`src/opm_pkg.sv`:
```
// Constants shared by the output pin mux and strap status block.
// Assumes a 32-bit AXI4-Lite register bus whose registers sit at four times their index.
package opm_pkg;

  // Register indices; byte address is the index shifted by WORD_SHIFT
  localparam int unsigned ADDR_W = 16;
  localparam int unsigned WORD_SHIFT = 2;
  localparam logic [15:0] IDX_IND_CTRL = 16'h0462;
  localparam logic [15:0] IDX_CLK_CTRL = 16'h0463;
  localparam logic [15:0] IDX_STRAP = 16'h0467;

  // Reset values and writable-bit masks
  localparam logic [15:0] IND_CTRL_RST = 16'h0000;
  localparam logic [15:0] CLK_CTRL_RST = 16'h0001;
  localparam logic [15:0] IND_CTRL_WMASK = 16'h7777;
  localparam logic [15:0] CLK_CTRL_WMASK = 16'h00F7;
  localparam logic [15:0] STRAP_RST = 16'h0000;

  // Field positions
  localparam int unsigned IND0_SRC_LSB = 0;
  localparam int unsigned IND0_CLK_LSB = 4;
  localparam int unsigned IND1_SRC_LSB = 8;
  localparam int unsigned IND1_CLK_LSB = 12;
  localparam int unsigned CLKO_SRC_LSB = 0;
  localparam int unsigned CLKO_CLK_LSB = 4;
  localparam int unsigned ST_MAC3_LSB = 0;
  localparam int unsigned ST_MAC2_LSB = 2;
  localparam int unsigned ST_MAC1_LSB = 4;
  localparam int unsigned ST_MAC0_LSB = 6;
  localparam int unsigned ST_ROLE_LSB = 8;
  localparam int unsigned ST_ADDRB_LSB = 10;
  localparam int unsigned ST_ADDRA_LSB = 12;
  localparam int unsigned ST_AUTO_LSB = 14;

  // Pin source encodings, shared by all three pins
  localparam logic [2:0] SRC_FUNC = 3'h0;
  localparam logic [2:0] SRC_CLOCK = 3'h1;
  localparam logic [2:0] SRC_WAKE = 3'h2;
  localparam logic [2:0] SRC_UVOLT = 3'h3;
  localparam logic [2:0] SRC_TS_TX = 3'h4;
  localparam logic [2:0] SRC_TS_RX = 3'h5;
  localparam logic [2:0] SRC_LOW = 3'h6;
  localparam logic [2:0] SRC_HIGH = 3'h7;

  // Clock selections; the 3-bit fields are zero-extended to this width
  localparam logic [3:0] CKSEL_XTAL = 4'h0;
  localparam logic [3:0] CKSEL_TX = 4'h1;

  localparam logic [1:0] RESP_OKAY = 2'h0;
  localparam logic [1:0] RESP_SLVERR = 2'h2;

endpackage

```
`src/opm_mux_if.sv`:
```
// Select fields and candidate sources for one output pin.
// Driven by the register block, read by one pin multiplexer.
`timescale 1ns/1ps
`default_nettype none
interface opm_mux_if;
  logic [2:0] src_sel;
  logic [3:0] clk_sel;
  logic func_in;
  logic xtal_clk;
  logic tx_clk;
  logic wake;
  logic uvolt;
  logic ts_tx;
  logic ts_rx;
  modport ctrl (output src_sel, clk_sel, func_in, xtal_clk, tx_clk, wake, uvolt, ts_tx, ts_rx);
  modport mux (input src_sel, clk_sel, func_in, xtal_clk, tx_clk, wake, uvolt, ts_tx, ts_rx);
endinterface
`default_nettype wire

```
`src/opm_sync.sv`:
```
// Two-flop synchroniser for a bus of unrelated levels.
// Assumes each bit is independent; no reset so straps are valid at reset release.
`timescale 1ns/1ps
`default_nettype none
module opm_sync #(
  parameter int unsigned W = 1
) (
  input wire logic aclk,
  input wire logic [W-1:0] d,
  output var logic [W-1:0] q
);
  logic [W-1:0] meta_q;

  always_ff @(posedge aclk) begin
    meta_q <= d;
    q <= meta_q;
  end
endmodule
`default_nettype wire

```
`src/opm_pin_mux.sv`:
```
// One multifunction output pin: eight-way source select, registered output.
// Assumes all candidate sources are already in the aclk domain.
`timescale 1ns/1ps
`default_nettype none
module opm_pin_mux (
  input wire logic aclk,
  input wire logic aresetn,
  opm_mux_if.mux m,
  output var logic pin_q
);
  logic pin_d;
  logic clk_pick;

  always_comb begin
    // Unused clock selections park the pin low rather than guess a clock
    clk_pick = 1'b0;
    if (m.clk_sel == opm_pkg::CKSEL_XTAL) begin
      clk_pick = m.xtal_clk;
    end else if (m.clk_sel == opm_pkg::CKSEL_TX) begin
      clk_pick = m.tx_clk;
    end
    unique case (m.src_sel)
      opm_pkg::SRC_FUNC: pin_d = m.func_in;
      opm_pkg::SRC_CLOCK: pin_d = clk_pick;
      opm_pkg::SRC_WAKE: pin_d = m.wake;
      opm_pkg::SRC_UVOLT: pin_d = m.uvolt;
      opm_pkg::SRC_TS_TX: pin_d = m.ts_tx;
      opm_pkg::SRC_TS_RX: pin_d = m.ts_rx;
      opm_pkg::SRC_LOW: pin_d = 1'b0;
      opm_pkg::SRC_HIGH: pin_d = 1'b1;
    endcase
  end

  always_ff @(posedge aclk) begin
    if (!aresetn) begin
      pin_q <= 1'b0;
    end else begin
      pin_q <= pin_d;
    end
  end
endmodule
`default_nettype wire

```
`src/opm_top.sv`:
```
// Output pin source multiplexing for three pins and the sampled strap status register.
// Assumes an AXI4-Lite master on aclk; clock sources and straps arrive from pins.
//
// Overview of operation
// - Second indicator pin source chosen by 3-bit select, reset 000 indicator.
// - First indicator pin uses same eight-way select, reset to its indicator.
// - Clock output pin select, 000 means third indicator function, reset 001.
// - Second indicator clock choice: 000 crystal clock, 001 transmit clock.
// - First indicator clock choice: 000 crystal clock, 001 transmit clock.
// - Clock output pin clock choice 4 bits: 0000 crystal, 0001 transmit.
// - Autonomous strap reported read-only: 00 enabled, 11 disabled.
// - Receive-valid strap mode reported, giving management address bits 0 and 2.
// - Receive-error strap mode reported, giving management address bits 1 and 3.
// - Link role strap reported: 00 slave, 11 master.
// - Receive-data-0 strap mode reported, giving MAC and test bit 0.
// - Strap codes number the mode only, not the pin-level pattern.
// - Receive-data-1 strap mode reported, giving MAC and test bit 1.
// - Receive-data-2 strap mode reported, giving MAC and test bit 2.
// - Receive-data-3 strap reported; only mode 00 is valid for boards.
`timescale 1ns/1ps
`default_nettype none
module opm_top (
  input wire logic aclk,
  input wire logic aresetn,
  input wire logic s_axi_awvalid,
  output var logic s_axi_awready,
  input wire logic [15:0] s_axi_awaddr,
  input wire logic s_axi_wvalid,
  output var logic s_axi_wready,
  input wire logic [31:0] s_axi_wdata,
  input wire logic [3:0] s_axi_wstrb,
  output var logic s_axi_bvalid,
  input wire logic s_axi_bready,
  output var logic [1:0] s_axi_bresp,
  input wire logic s_axi_arvalid,
  output var logic s_axi_arready,
  input wire logic [15:0] s_axi_araddr,
  output var logic s_axi_rvalid,
  input wire logic s_axi_rready,
  output var logic [31:0] s_axi_rdata,
  output var logic [1:0] s_axi_rresp,
  input wire logic indicator0_func,
  input wire logic indicator1_func,
  input wire logic third_indicator_function,
  input wire logic crystal_input_clock,
  input wire logic transmit_clock,
  input wire logic wake_event,
  input wire logic undervoltage_flag,
  input wire logic ts_tx_event,
  input wire logic ts_rx_event,
  input wire logic [1:0] strap_auto_mode,
  input wire logic [1:0] strap_addr_a_mode,
  input wire logic [1:0] strap_addr_b_mode,
  input wire logic [1:0] strap_role_mode,
  input wire logic [1:0] strap_mac0_mode,
  input wire logic [1:0] strap_mac1_mode,
  input wire logic [1:0] strap_mac2_mode,
  input wire logic [1:0] strap_mac3_mode,
  output var logic first_indicator_pin,
  output var logic second_indicator_pin,
  output var logic clock_output_pin
);

  function automatic logic [15:0] word_idx(input logic [15:0] a);
    return a >> opm_pkg::WORD_SHIFT;
  endfunction

  function automatic logic [15:0] merge(input logic [15:0] old, input logic [15:0] wd,
                                        input logic [1:0] be, input logic [15:0] wmask);
    logic [15:0] lane;
    lane = {{8{be[1]}}, {8{be[0]}}};
    return (old & ~(lane & wmask)) | (wd & lane & wmask);
  endfunction

  // Pin-side inputs from foreign domains
  logic [15:0] strap_s;
  logic [1:0] clk_s;
  logic xtal_s;
  logic txclk_s;

  opm_sync #(.W(16)) u_strap_sync (
    .aclk(aclk),
    .d({strap_auto_mode, strap_addr_a_mode, strap_addr_b_mode, strap_role_mode,
        strap_mac0_mode, strap_mac1_mode, strap_mac2_mode, strap_mac3_mode}),
    .q(strap_s)
  );

  opm_sync #(.W(2)) u_clk_sync (
    .aclk(aclk),
    .d({crystal_input_clock, transmit_clock}),
    .q(clk_s)
  );

  assign xtal_s = clk_s[1];
  assign txclk_s = clk_s[0];

  // Strap capture
  logic [15:0] strap_q, strap_d;
  logic captured_q, captured_d;

  always_comb begin
    strap_d = strap_q;
    captured_d = captured_q;
    if (!captured_q) begin
      // mode numbers stored as delivered, no remapping to pin levels
      strap_d = strap_s;
      captured_d = 1'b1;
    end
  end

  always_ff @(posedge aclk) begin
    if (!aresetn) begin
      strap_q <= opm_pkg::STRAP_RST;
      captured_q <= 1'b0;
    end else begin
      strap_q <= strap_d;
      captured_q <= captured_d;
    end
  end

  // Control registers and AXI4-Lite write channel
  logic [15:0] ind_ctrl_q, ind_ctrl_d;
  logic [15:0] clk_ctrl_q, clk_ctrl_d;
  logic aw_held_q, aw_held_d;
  logic w_held_q, w_held_d;
  logic [15:0] awaddr_q, awaddr_d;
  logic [15:0] wdata_q, wdata_d;
  logic [1:0] wstrb_q, wstrb_d;
  logic awready_q, awready_d;
  logic wready_q, wready_d;
  logic bvalid_q, bvalid_d;
  logic [1:0] bresp_q, bresp_d;

  always_comb begin
    ind_ctrl_d = ind_ctrl_q;
    clk_ctrl_d = clk_ctrl_q;
    aw_held_d = aw_held_q;
    w_held_d = w_held_q;
    awaddr_d = awaddr_q;
    wdata_d = wdata_q;
    wstrb_d = wstrb_q;
    bvalid_d = bvalid_q;
    bresp_d = bresp_q;
    if (s_axi_awvalid && awready_q) begin
      aw_held_d = 1'b1;
      awaddr_d = s_axi_awaddr;
    end
    if (s_axi_wvalid && wready_q) begin
      w_held_d = 1'b1;
      wdata_d = s_axi_wdata[15:0];
      wstrb_d = s_axi_wstrb[1:0];
    end
    if (bvalid_q && s_axi_bready) begin
      bvalid_d = 1'b0;
    end
    // Commit one cycle after both halves are held
    if (aw_held_q && w_held_q && !bvalid_q) begin
      aw_held_d = 1'b0;
      w_held_d = 1'b0;
      bvalid_d = 1'b1;
      bresp_d = opm_pkg::RESP_OKAY;
      // reserved bits masked off on write
      if (word_idx(awaddr_q) == opm_pkg::IDX_IND_CTRL) begin
        ind_ctrl_d = merge(ind_ctrl_q, wdata_q, wstrb_q, opm_pkg::IND_CTRL_WMASK);
      end else if (word_idx(awaddr_q) == opm_pkg::IDX_CLK_CTRL) begin
        clk_ctrl_d = merge(clk_ctrl_q, wdata_q, wstrb_q, opm_pkg::CLK_CTRL_WMASK);
      end else if (word_idx(awaddr_q) != opm_pkg::IDX_STRAP) begin
        bresp_d = opm_pkg::RESP_SLVERR;
      end
    end
    // Ready stays low while a half is parked or a response is pending
    awready_d = !aw_held_d && !bvalid_d;
    wready_d = !w_held_d && !bvalid_d;
  end

  always_ff @(posedge aclk) begin
    if (!aresetn) begin
      ind_ctrl_q <= opm_pkg::IND_CTRL_RST;
      clk_ctrl_q <= opm_pkg::CLK_CTRL_RST;
      aw_held_q <= 1'b0;
      w_held_q <= 1'b0;
      awaddr_q <= 16'h0000;
      wdata_q <= 16'h0000;
      wstrb_q <= 2'h0;
      awready_q <= 1'b0;
      wready_q <= 1'b0;
      bvalid_q <= 1'b0;
      bresp_q <= opm_pkg::RESP_OKAY;
    end else begin
      ind_ctrl_q <= ind_ctrl_d;
      clk_ctrl_q <= clk_ctrl_d;
      aw_held_q <= aw_held_d;
      w_held_q <= w_held_d;
      awaddr_q <= awaddr_d;
      wdata_q <= wdata_d;
      wstrb_q <= wstrb_d;
      awready_q <= awready_d;
      wready_q <= wready_d;
      bvalid_q <= bvalid_d;
      bresp_q <= bresp_d;
    end
  end

  // AXI4-Lite read channel
  logic arready_q, arready_d;
  logic rvalid_q, rvalid_d;
  logic [31:0] rdata_q, rdata_d;
  logic [1:0] rresp_q, rresp_d;

  always_comb begin
    rvalid_d = rvalid_q;
    rdata_d = rdata_q;
    rresp_d = rresp_q;
    if (rvalid_q && s_axi_rready) begin
      rvalid_d = 1'b0;
    end
    if (s_axi_arvalid && arready_q) begin
      rvalid_d = 1'b1;
      rresp_d = opm_pkg::RESP_OKAY;
      rdata_d = 32'h0000_0000;
      if (word_idx(s_axi_araddr) == opm_pkg::IDX_IND_CTRL) begin
        rdata_d[15:0] = ind_ctrl_q;
      end else if (word_idx(s_axi_araddr) == opm_pkg::IDX_CLK_CTRL) begin
        rdata_d[15:0] = clk_ctrl_q;
      end else if (word_idx(s_axi_araddr) == opm_pkg::IDX_STRAP) begin
        rdata_d[15:0] = strap_q;
      end else begin
        rresp_d = opm_pkg::RESP_SLVERR;
      end
    end
    arready_d = !rvalid_d;
  end

  always_ff @(posedge aclk) begin
    if (!aresetn) begin
      arready_q <= 1'b0;
      rvalid_q <= 1'b0;
      rdata_q <= 32'h0000_0000;
      rresp_q <= opm_pkg::RESP_OKAY;
    end else begin
      arready_q <= arready_d;
      rvalid_q <= rvalid_d;
      rdata_q <= rdata_d;
      rresp_q <= rresp_d;
    end
  end

  assign s_axi_awready = awready_q;
  assign s_axi_wready = wready_q;
  assign s_axi_bvalid = bvalid_q;
  assign s_axi_bresp = bresp_q;
  assign s_axi_arready = arready_q;
  assign s_axi_rvalid = rvalid_q;
  assign s_axi_rdata = rdata_q;
  assign s_axi_rresp = rresp_q;

  // Pin multiplexers
  opm_mux_if ind0_if ();
  opm_mux_if ind1_if ();
  opm_mux_if clko_if ();

  // first indicator source and its clock choice
  assign ind0_if.src_sel = ind_ctrl_q[opm_pkg::IND0_SRC_LSB +: 3];
  assign ind0_if.clk_sel = {1'b0, ind_ctrl_q[opm_pkg::IND0_CLK_LSB +: 3]};
  assign ind0_if.func_in = indicator0_func;
  // second indicator source and its clock choice
  assign ind1_if.src_sel = ind_ctrl_q[opm_pkg::IND1_SRC_LSB +: 3];
  assign ind1_if.clk_sel = {1'b0, ind_ctrl_q[opm_pkg::IND1_CLK_LSB +: 3]};
  assign ind1_if.func_in = indicator1_func;
  // clock pin source, code 000 is the third indicator; 4-bit clock choice
  assign clko_if.src_sel = clk_ctrl_q[opm_pkg::CLKO_SRC_LSB +: 3];
  assign clko_if.clk_sel = clk_ctrl_q[opm_pkg::CLKO_CLK_LSB +: 4];
  assign clko_if.func_in = third_indicator_function;

  assign ind0_if.xtal_clk = xtal_s;
  assign ind0_if.tx_clk = txclk_s;
  assign ind0_if.wake = wake_event;
  assign ind0_if.uvolt = undervoltage_flag;
  assign ind0_if.ts_tx = ts_tx_event;
  assign ind0_if.ts_rx = ts_rx_event;
  assign ind1_if.xtal_clk = xtal_s;
  assign ind1_if.tx_clk = txclk_s;
  assign ind1_if.wake = wake_event;
  assign ind1_if.uvolt = undervoltage_flag;
  assign ind1_if.ts_tx = ts_tx_event;
  assign ind1_if.ts_rx = ts_rx_event;
  assign clko_if.xtal_clk = xtal_s;
  assign clko_if.tx_clk = txclk_s;
  assign clko_if.wake = wake_event;
  assign clko_if.uvolt = undervoltage_flag;
  assign clko_if.ts_tx = ts_tx_event;
  assign clko_if.ts_rx = ts_rx_event;

  opm_pin_mux u_ind0 (.aclk(aclk), .aresetn(aresetn), .m(ind0_if), .pin_q(first_indicator_pin));
  opm_pin_mux u_ind1 (.aclk(aclk), .aresetn(aresetn), .m(ind1_if), .pin_q(second_indicator_pin));
  opm_pin_mux u_clko (.aclk(aclk), .aresetn(aresetn), .m(clko_if), .pin_q(clock_output_pin));
endmodule
`default_nettype wire

```
`config.mk`:
```
export PLATFORM = sky130hd
export DESIGN_NAME = opm_top
export DESIGN_NICKNAME = d
export VERILOG_FILES = /design/src/opm_pkg.sv /design/src/opm_mux_if.sv /design/src/opm_sync.sv /design/src/opm_pin_mux.sv /design/src/opm_top.sv
export SDC_FILE = /design/constraint.sdc
export NUM_CORES = 1
export LEC_CHECK = 0
export BUFFER_PORTS_ARGS = -buffer_cell sky130_fd_sc_hd__buf_2
export CAP_MARGIN = 20
export CORE_ASPECT_RATIO = 1.4
export CORE_UTILIZATION = 40
export CTS_BUF_LIST = sky130_fd_sc_hd__clkbuf_4
export DETAILED_ROUTE_END_ITERATION = 12
export PLACE_DENSITY_LB_ADDON = 0.1
export SLEW_MARGIN = 20
export SYNTH_ARGS = -nofsm -noshare
export SYNTH_HDL_FRONTEND = slang
export SYNTH_HIERARCHICAL = 1
export SYNTH_SLANG_ARGS = --single-unit
export TNS_END_PERCENT = 30
```
`constraint.sdc`:
```
create_clock -name aclk -period 4 [get_ports aclk]
set_input_delay 0.4 -clock aclk [delete_from_list [all_inputs] [get_ports aclk]]
set_output_delay 0.4 -clock aclk [all_outputs]
set_load 0.01 [all_outputs]
```
==> flow_summary.toml, run 1 <==
[cells_and_area]
insertedDiodeCount = 0
fin_cells = 777
area_delta_synth_final_pct = 22.08
fillerInstances = 1120
layout-drive-gt1-share = 0.2480
multiInputGateArea_mm2 = 0.001954
nets = 720
fin_area_mm2 = 0.005797
regArea_mm2 = 0.002582

[power]
comb_power_share = 0.070
power_switching_w = 0.0006055
power_w = 0.002604
irDropWorstVdd_v = 0.0002243
p_clk_frac = 0.402
switching_share = 0.2325
p_seq_frac = 0.527
intPower_w = 0.001998
cellPowerDensity_mw_per_mm2 = 449.2
leakage_nw = 2.452

[sta]
finalSetupTns_ns = 0
rsz0062_at_grt = "false"
worstMarginPinSlew_ns = 0.9993
setup_viol = 0
finalCriticalPeriod_ns = 1.962
hold_viol = 0
max_freq_ghz = 0.5098
fin_worst_skew_ns = 0.01427
fin_crit_sh = 0.4904
slew_headroom = 0.3329
slew_viol_final = 0

[run]
cap_violations = 0

[route]
drt_pass1_iterations = 4
wirelength_um = 10440
vias_per_cell = 4.879
drc = 0
vias = 3791
drt_iter0_drc = 129
antenna_left = 0
routedWlPerCell_um = 13.43

[floorplanning]
die_y_um = 130.9
die_w_um = 94.08
io_pins = 144
floorplan.initialDensity = 0.4146
die_area_mm2 = 0.01232
core_mm2 = 0.01145
rows = 46

[grt]
grt_max_degree = 51
grt_overflow = 0
grt_pass1_vias = 3466
antenna_found_initial = 0
grt_first_pass_wirelength_um = 16550
track_usage = 0.1777

[clock_tree]
cts_tree = "done"
clock_latency_ns = 0.52
cts_made_buffers = 17
cts-resized-gates = 0
clk_pin_slew_ns = 0.10
clock_sinks = 129
post-cts-setup-buffers = 0
clockRootBuffer = "clkbuf_4"
clock_path_buffers = 2
ctsHoldBuffers = 18
htreeDepth = 4

[place]
placedCellCount = 727
gp_congestion = 0.8073
place_area_mm2 = 0.005263
hpwl_um = 7597
portBuffers = 100

[synthesis]
synth_seq_cells = 129
syn_avg_cell_area_um2 = 9.365
syn_inst = 507
ys_seq_area_frac = 0.5439
netlist-cell-type-count = 45
syn_area_mm2 = 0.004748
yosys_warnings = 6

[worst_setup_path]
crit_arrival_ns = 2.37
cp.required_ns = 4.41
crit_type = "flip-flop to flip-flop"
cp_max_fo = 14
cp-end-kind = "flip-flop"
start_kind = "flip-flop"

[worst_hold_path]
min_path_type = "primary input to flip-flop"

[status]
status = "finished clean"
==> through the flow <==
stage	hold WS, ns	utilization	worst slack (ns)
finish	0.1124	0.5061	2.038
global route	0.07062	0.5061	1.824
CTS	0.05691	0.5061	2.067
detailed placement	0.3121	0.4595	2.084
global placement	0.3105	0.4595	2.130
floorplan	0.3096	-	2.525
==> worst paths after layout <==
check | start | to | slack (ns) | cells after the start
max | awaddr_q[12] | flip-flop | 2.04 | 4
min | s_axi_awaddr[14] | awaddr_q[14] | 0.11 | 3
max reg2reg | awaddr_q[12] | flip-flop | 2.04 | 4
min reg2reg | u_strap_sync/meta_q[13] | u_strap_sync/q[13] | 0.34 | 0
==> worst max-delay path, stage by stage (launching register included) <==
cell,delay [ns]
dfxtp_1,0.34
nor3b_1,0.49
and4_1,0.57
a21boi_1,0.13
a311o_1,0.33
==> cells in the final DEF (no fill, tap or decap), types with 3 or more instances in the layout <==
master / n
a211o_1: 3
a21oi_1: 56
a221oi_1: 6
a221oi_2: 3
and2_1: 3
and4_1: 4
buf_2: 100
bufinv_16: 5
clkbuf_4: 19
clkinv_4: 3
clkinvlp_4: 4
conb_1: 20
dfxtp_1: 129
dlygate4sd3_1: 18
inv_1: 6
mux2_4: 3
mux2i_1: 19
nand2_1: 89
nand2b_1: 4
nand3_1: 23
nand4_1: 3
nor2_1: 38
nor3_1: 3
nor4b_2: 5
o21a_1: 3
o21ai_0: 31
o22ai_2: 3
o31ai_1: 6
==> synth_stat cells, drive strengths merged <==
cell	instances	area share
nor4	2	0.0058
a311o	1	0.0021
a211o	3	0.0055
nor2	38	0.030
dfxtp	129	0.54
nor2b	1	0.0013
and4bb	2	0.0053
o21ai	31	0.033
nor3	3	0.0032
mux2	4	0.012
nand3b	2	0.0058
nand2	89	0.070
nand2b	4	0.0053
nand3	23	0.024
a21boi	1	0.0016
nor3b	1	0.0016
a221oi	9	0.021
nor4b	6	0.021
and4	4	0.0074
or4	1	0.0024
and2	4	0.0053
a21oi	56	0.059
o22ai	3	0.0079
buf	25	0.037
and3	2	0.0026
o21a	3	0.0047
mux2i	19	0.040
o31ai	6	0.0095
nand4	3	0.0040
a31oi	1	0.0013
a2111oi	1	0.0018
clkbuf	20	0.016
inv	8	0.0063
conb	1	0.00079
nand4b	1	0.0018
==> logic make-up (layout without fill, tap and decap cells) <==
family,count (synthesis),count (layout),share of synthesized area
DFF,129,129,0.5439
other,1,20,0.0007898
muxes,23,23,0.05191
AOI/OAI and AO/OA,115,115,0.1468
and+or+nand+nor,186,186,0.1971
buffers and inverters,53,160,0.05955
==> cell type report <==
class,instances,area share
sequential,129,0.4455
clock inverter,13,0.03648
timing repair buffer,120,0.1200
inverter,8,0.005180
clock buffer,19,0.02461
tap,144,0.03108
multi-input combinational,344,0.3371
==> routing by layer <==
metal  global-route usage  vias to the layer above  wire length [um]
met5                    0                        -                 0
met4              0.06516                        0               103
met3              0.05035                       10               439
met2               0.3126                       85              5369
met1               0.2042                     1753              4526
li1                     -                     1943                 -
==> power groups by stage <==
stage                     Sequential, W  Clock (W)  Combinational (W)
after global placement          0.00140          0           0.000167
final                           0.00137    0.00105           0.000183
after CTS                       0.00137    0.00108           0.000185
after detailed placement        0.00140          0           0.000171
after floorplan                 0.00139          0           0.000117
after global routing            0.00138    0.00113           0.000208
Note: power is estimated with default switching activity, not from simulation.
==> run 2: changes to the inputs <==
- clock period: 4 -> 1.87 ns (I/O delays scaled with it)
==> flow_summary.toml, run 2 (synthesis gave the netlist of run 1 again) <==
[place]
gp_congestion = 0.8145
hpwl_um = 7700
portBuffers = 100

[sta]
slew_headroom = 0.6218
setup_viol = 0
max_freq_ghz = 0.5738
hold_viol = 0
worstMarginPinSlew_ns = 0.5673
fin_worst_skew_ns = 0.01027
hold_ws_ns = 0.1663
finalCriticalPeriod_ns = 1.743
finalSetupTns_ns = 0
slew_viol_final = 0
rsz0062_at_grt = "false"
fin_crit_sh = 0.9320

[power]
power_w = 0.005624
leakage_nw = 2.665
switching_share = 0.2321
intPower_w = 0.004319
power_switching_w = 0.001305
p_clk_frac = 0.395
p_seq_frac = 0.521
cellPowerDensity_mw_per_mm2 = 898.1
irDropWorstVdd_v = 0.0005135
comb_power_share = 0.085

[worst_setup_path]
worstRegToRegCells = 4
max_stage_delay_ns = 0.55
crit_arrival_ns = 2.15
worst-path-stages = 4
cp_max_fo = 3
start_kind = "flip-flop"
cp.required_ns = 2.28
r2r-end = "u_ind0/pin_q"
crit_chain = "mux2_4 > a221oi_2 > o22ai_2 > dlygate4sd3_1"
cp_num_buf_inv = 1
crit_family = "buffers and inverters"
crit_type = "flip-flop to flip-flop"
regToRegSetupSlack_ns = 0.13
cp_slowest_cell = "dlygate4sd3_1"
cp-end-kind = "flip-flop"

[cells_and_area]
nets = 768
regArea_mm2 = 0.002582
multiInputGateArea_mm2 = 0.001954
layout-drive-gt1-share = 0.2397
fillerInstances = 1100
final_cell_mix = "129 x dfxtp_1, 100 x buf_2, 89 x nand2_1, 58 x dlygate4sd3_1, 56 x a21oi_1"
insertedDiodeCount = 0
final_common_cell = "dfxtp_1"
area_delta_synth_final_pct = 31.88

[clock_tree]
cts_tree = "done"
ctsHoldBuffers = 57
clock_sinks = 129
post-cts-setup-buffers = 0
clock_latency_ns = 0.51
htreeDepth = 4
cts-resized-gates = 0
cts_made_buffers = 17
clockRootBuffer = "clkbuf_4"
clock_path_buffers = 2
clk_pin_slew_ns = 0.11

[run]
cap_violations = 0

[worst_hold_path]
hold_start = "s_axi_araddr[5]"
min_path_type = "primary input to flip-flop"
holdPathStages = 4
hold_end = "s_axi_rresp[1]"

[route]
vias = 3972
wirelength_um = 10800
vias_per_cell = 4.820
drt_iter0_drc = 125
routedWlPerCell_um = 13.11
antenna_left = 0
drc = 0
drt_pass1_iterations = 4

[status]
status = "finished clean"

[grt]
grt_first_pass_wirelength_um = 16940
grt_overflow = 0
antenna_found_initial = 0
track_usage = 0.1831
grt_pass1_vias = 3582
grt_max_degree = 33

[floorplanning]
die_area_mm2 = 0.01232
die_y_um = 130.9
io_pins = 144
core_mm2 = 0.01145
floorplan.initialDensity = 0.4146
die_w_um = 94.08
rows = 46
## run 2: cell count changes in the layout (fill, tap and decap cells not counted)
| cell | before | now |
|---|---|---|
| dlygate4sd3_1 | 18 | 58 |
| buf_12 | 0 | 1 |
| clkinv_1 | 0 | 1 |
| buf_4 | 2 | 9 |
| clkbuf_4 | 19 | 18 |
| clkinv_2 | 1 | 0 |
| inv_6 | 0 | 1 |
| clkinvlp_4 | 4 | 3 |
## run 2: worst max path at each step
stage	start	endpoint	slack [ns]
5_1_grt	flip-flop	u_ind0/pin_q	0.04
4_1_cts	flip-flop	u_ind0/pin_q	0.10
3_5_place_dp	awaddr_q[12]	flip-flop	0.27
3_3_place_gp	awaddr_q[12]	flip-flop	0.31
2_1_floorplan	awaddr_q[10]	flip-flop	0.44
6_report	flip-flop	u_ind0/pin_q	0.13
## run 2: layout make-up
| class | instances | share of cell area |
|---|---|---|
| Clock buffer | 18 | 0.02158 |
| Multi-Input combinational cell | 344 | 0.3121 |
| Sequential cell | 129 | 0.4124 |
| Inverter | 8 | 0.004795 |
| Tap cell | 144 | 0.02877 |
| Clock inverter | 13 | 0.03377 |
| Timing Repair Buffer | 168 | 0.1866 |
## run 2: worst register-to-register path: cells and delay by family, from the launching register on
| kind | cells | cell delay, ns |
|---|---|---|
| muxes | 1 | 0.34 |
| DFF | 1 | 0.41 |
| buffers and inverters | 1 | 0.55 |
| AOI/OAI and AO/OA | 2 | 0.35 |
## run 2: metrics by stage
step	util	worst slack [ns]	instance area, um^2	instances
after detailed placement	0.4658	0.2721	5335	735
after global routing	0.5468	0.04229	6262	824
final	0.5468	0.1272	6262	824
after global placement	0.4658	0.3082	5335	735
after floorplan	-	0.4400	4820	526
after CTS	0.5459	0.1015	6252	823
## run 2: layer usage
layer / vias up / wire length [um] / track usage
li1: 2043 / - / -
met1: 1825 / 4692 / 0.2133
met2: 91 / 5548 / 0.3186
met3: 13 / 421 / 0.05093
met4: 0 / 137 / 0.06878
met5: - / 0 / 0
## run 2: power groups by stage
| stage | Combinational, W | Clock [W] | Sequential (W) |
|---|---|---|---|
| 2_1_floorplan | 0.000249 | 0 | 0.00298 |
| 3_3_place_gp | 0.000379 | 0 | 0.00299 |
| 3_5_place_dp | 0.000386 | 0 | 0.00299 |
| 4_1_cts | 0.000477 | 0.00228 | 0.00293 |
| 5_1_grt | 0.000533 | 0.00241 | 0.00294 |
| 6_report | 0.000476 | 0.00222 | 0.00293 |
==> run 3: changes to the inputs <==
- ABC_AREA: unset -> 1
==> flow_summary.toml, run 3 <==
[place]
gp_congestion = 0.8367
placedCellCount = 866
portBuffers = 100
hpwl_um = 7994

[synthesis]
yosys_warnings = 6
synthArstFlopShare = 0
yosysTopAreaCellShare = 0.5264
netlist-cell-type-count = 30
synth_edf_count = 0
syn_area_mm2 = 0.004906
syn_inst = 631
syn_avg_cell_area_um2 = 7.775
ys_seq_area_frac = 0.5264
synth_flop_cell = "dfxtp_1"
synth_seq_cells = 129
synth_common_cells = "129 x dfxtp_1, 117 x nor2_1, 96 x nand2_1"
synth_top_area_cell = "dfxtp_1"
yosysMostFrequentCell = "dfxtp_1"
netlist_top_cells_area = "dfxtp_1 53%, nor2_1 9.0%, nand2_1 7.3%"

[cells_and_area]
layout-drive-gt1-share = 0.2107
fin_cells = 950
final_cell_mix = "129 x dfxtp_1, 117 x nor2_1, 100 x buf_2, 96 x nand2_1, 59 x o21ai_0"
nets = 889
final_core_util = 0.5328
area_delta_synth_final_pct = 29.00
final_common_cell = "dfxtp_1"
fillerInstances = 1208

[worst_setup_path]
cp-end-kind = "flip-flop"
crit_type = "flip-flop to flip-flop"
crit_arrival_ns = 1.99
crit_chain = "inv_1 > nand2_1 > nor2_1 > nand4_2 > o21ai_0 > nand2_1 > nor2_1"
worstReg2RegStart = "awaddr_q[14]"
max_stage_delay_ns = 0.36
crit_family = "simple AND/OR/NAND/NOR gates"
cp_slowest_cell = "nand4_2"
cp.required_ns = 2.33
worst-path-stages = 7
start_kind = "flip-flop"
worstRegToRegCells = 7
cp_max_fo = 14
regToRegSetupSlack_ns = 0.34
startpoint = "awaddr_q[14]"
cp_num_buf_inv = 1

[floorplanning]
die_y_um = 133.0
die_w_um = 95.60
die_area_mm2 = 0.01272
core_mm2 = 0.01188
io_pins = 144
floorplan.initialDensity = 0.4130
rows = 47

[power]
switching_share = 0.2727
comb_power_share = 0.090
irDropWorstVdd_v = 0.0006300
cellPowerDensity_mw_per_mm2 = 865.7
leakage_nw = 2.844
power_switching_w = 0.001494
p_clk_frac = 0.372
intPower_w = 0.003985
p_seq_frac = 0.538

[clock_tree]
htreeDepth = 4
post-cts-setup-buffers = 0
clockRootBuffer = "clkbuf_4"
clk_pin_slew_ns = 0.12
cts_made_buffers = 17
clock_latency_ns = 0.52
clock_path_buffers = 2
clock_sinks = 129
cts_tree = "done"

[sta]
rsz0062_at_grt = "false"
hold_viol = 0
max_freq_ghz = 0.6550
finalCriticalPeriod_ns = 1.527
fin_crit_sh = 0.8164
fin_worst_skew_ns = 0.01474
slew_viol_final = 0
worstMarginPinSlew_ns = 0.5050
finalSetupTns_ns = 0
setup_viol = 0
slew_headroom = 0.6625

[route]
wirelength_um = 11060
drt_iter0_drc = 160
drc = 0
drt_pass1_iterations = 4
antenna_left = 0
vias = 4360
vias_per_cell = 4.589
routedWlPerCell_um = 11.65

[worst_hold_path]
min_path_type = "primary input to flip-flop"
hold_start = "indicator1_func"

[grt]
grt_overflow = 0
grt_first_pass_wirelength_um = 17820
grt_max_degree = 45
track_usage = 0.1835
antenna_found_initial = 1
grt_pass1_vias = 3933

[status]
status = "finished clean"

[run]
cap_violations = 0
run 3: worst min path at each step:
stage	end	slack, ns	cells past startpoint
floorplan	captured_q	0.21	0
global placement	u_strap_sync/meta_q[12]	0.29	1
detailed placement	u_strap_sync/meta_q[15]	0.29	1
CTS	u_ind1/pin_q	0.0007	5
global route	u_ind0/pin_q	0.03	5
finish	u_ind1/pin_q	0.05	5
run 3: power groups by stage:
stage                     clock, W  combinational [W]  sequential, W
after detailed placement         0           0.000412        0.00301
after CTS                  0.00210           0.000494        0.00295
after global placement           0           0.000407        0.00301
after global routing       0.00223           0.000558        0.00297
after floorplan                  0           0.000269        0.00300
final                      0.00204           0.000492        0.00295
run 3: tightest hold or removal path: cells and delay by family:
family / cells / cell delay, ns
compound gates: 2 / 0.15
simple gates: 2 / 0.11
buf+inv: 1 / 0.07
run 3: cell type report:
class	count	area, um^2	share of cell area
Tap cell	147	183.9	0.02906
Multi-Input combinational cell	420	1916	0.3027
Clock buffer	17	127.6	0.02017
Clock inverter	15	183.9	0.02906
Antenna cell	1	2.502	0.0003954
Inverter	58	219.0	0.03460
Sequential cell	129	2582	0.4081
Timing Repair Buffer	163	1114	0.1760
run 3: per-stage QoR:
stage	instance area (um^2)	power [W]	worst slack [ns]	hold slack (ns)
after floorplan	4977	0.003272	0.6540	0.2147
after global placement	5504	0.003418	0.3968	0.2904
after detailed placement	5504	0.003426	0.3602	0.2906
after CTS	6326	0.005543	0.3293	0.0007386
after global routing	6329	0.005756	0.1286	0.02587
final	6329	0.005479	0.3433	0.04608
run 3: routing by layer:
| metal | vias to the layer above | GRT usage | wire length, um |
|---|---|---|---|
| li1 | 2304 | - | - |
| met1 | 1940 | 0.2151 | 4745 |
| met2 | 104 | 0.3198 | 5745 |
| met3 | 12 | 0.04483 | 442 |
| met4 | 0 | 0.06302 | 129 |
| met5 | - | 0 | 0 |
run 3: repair_timing:
action / 4_1_cts / 5_1_grt
gates resized for setup: 0 / 0
hold buffers: 51 / 0
hold endpoints to repair: 61 / 0
run 3: cells by family after synthesis:
group	Yosys count	share of synthesized area
AOI/OAI and AO/OA	107	0.1155
buffers and inverters	101	0.09768
and+or+nand+nor	293	0.2596
other	1	0.0007644
DFF	129	0.5264
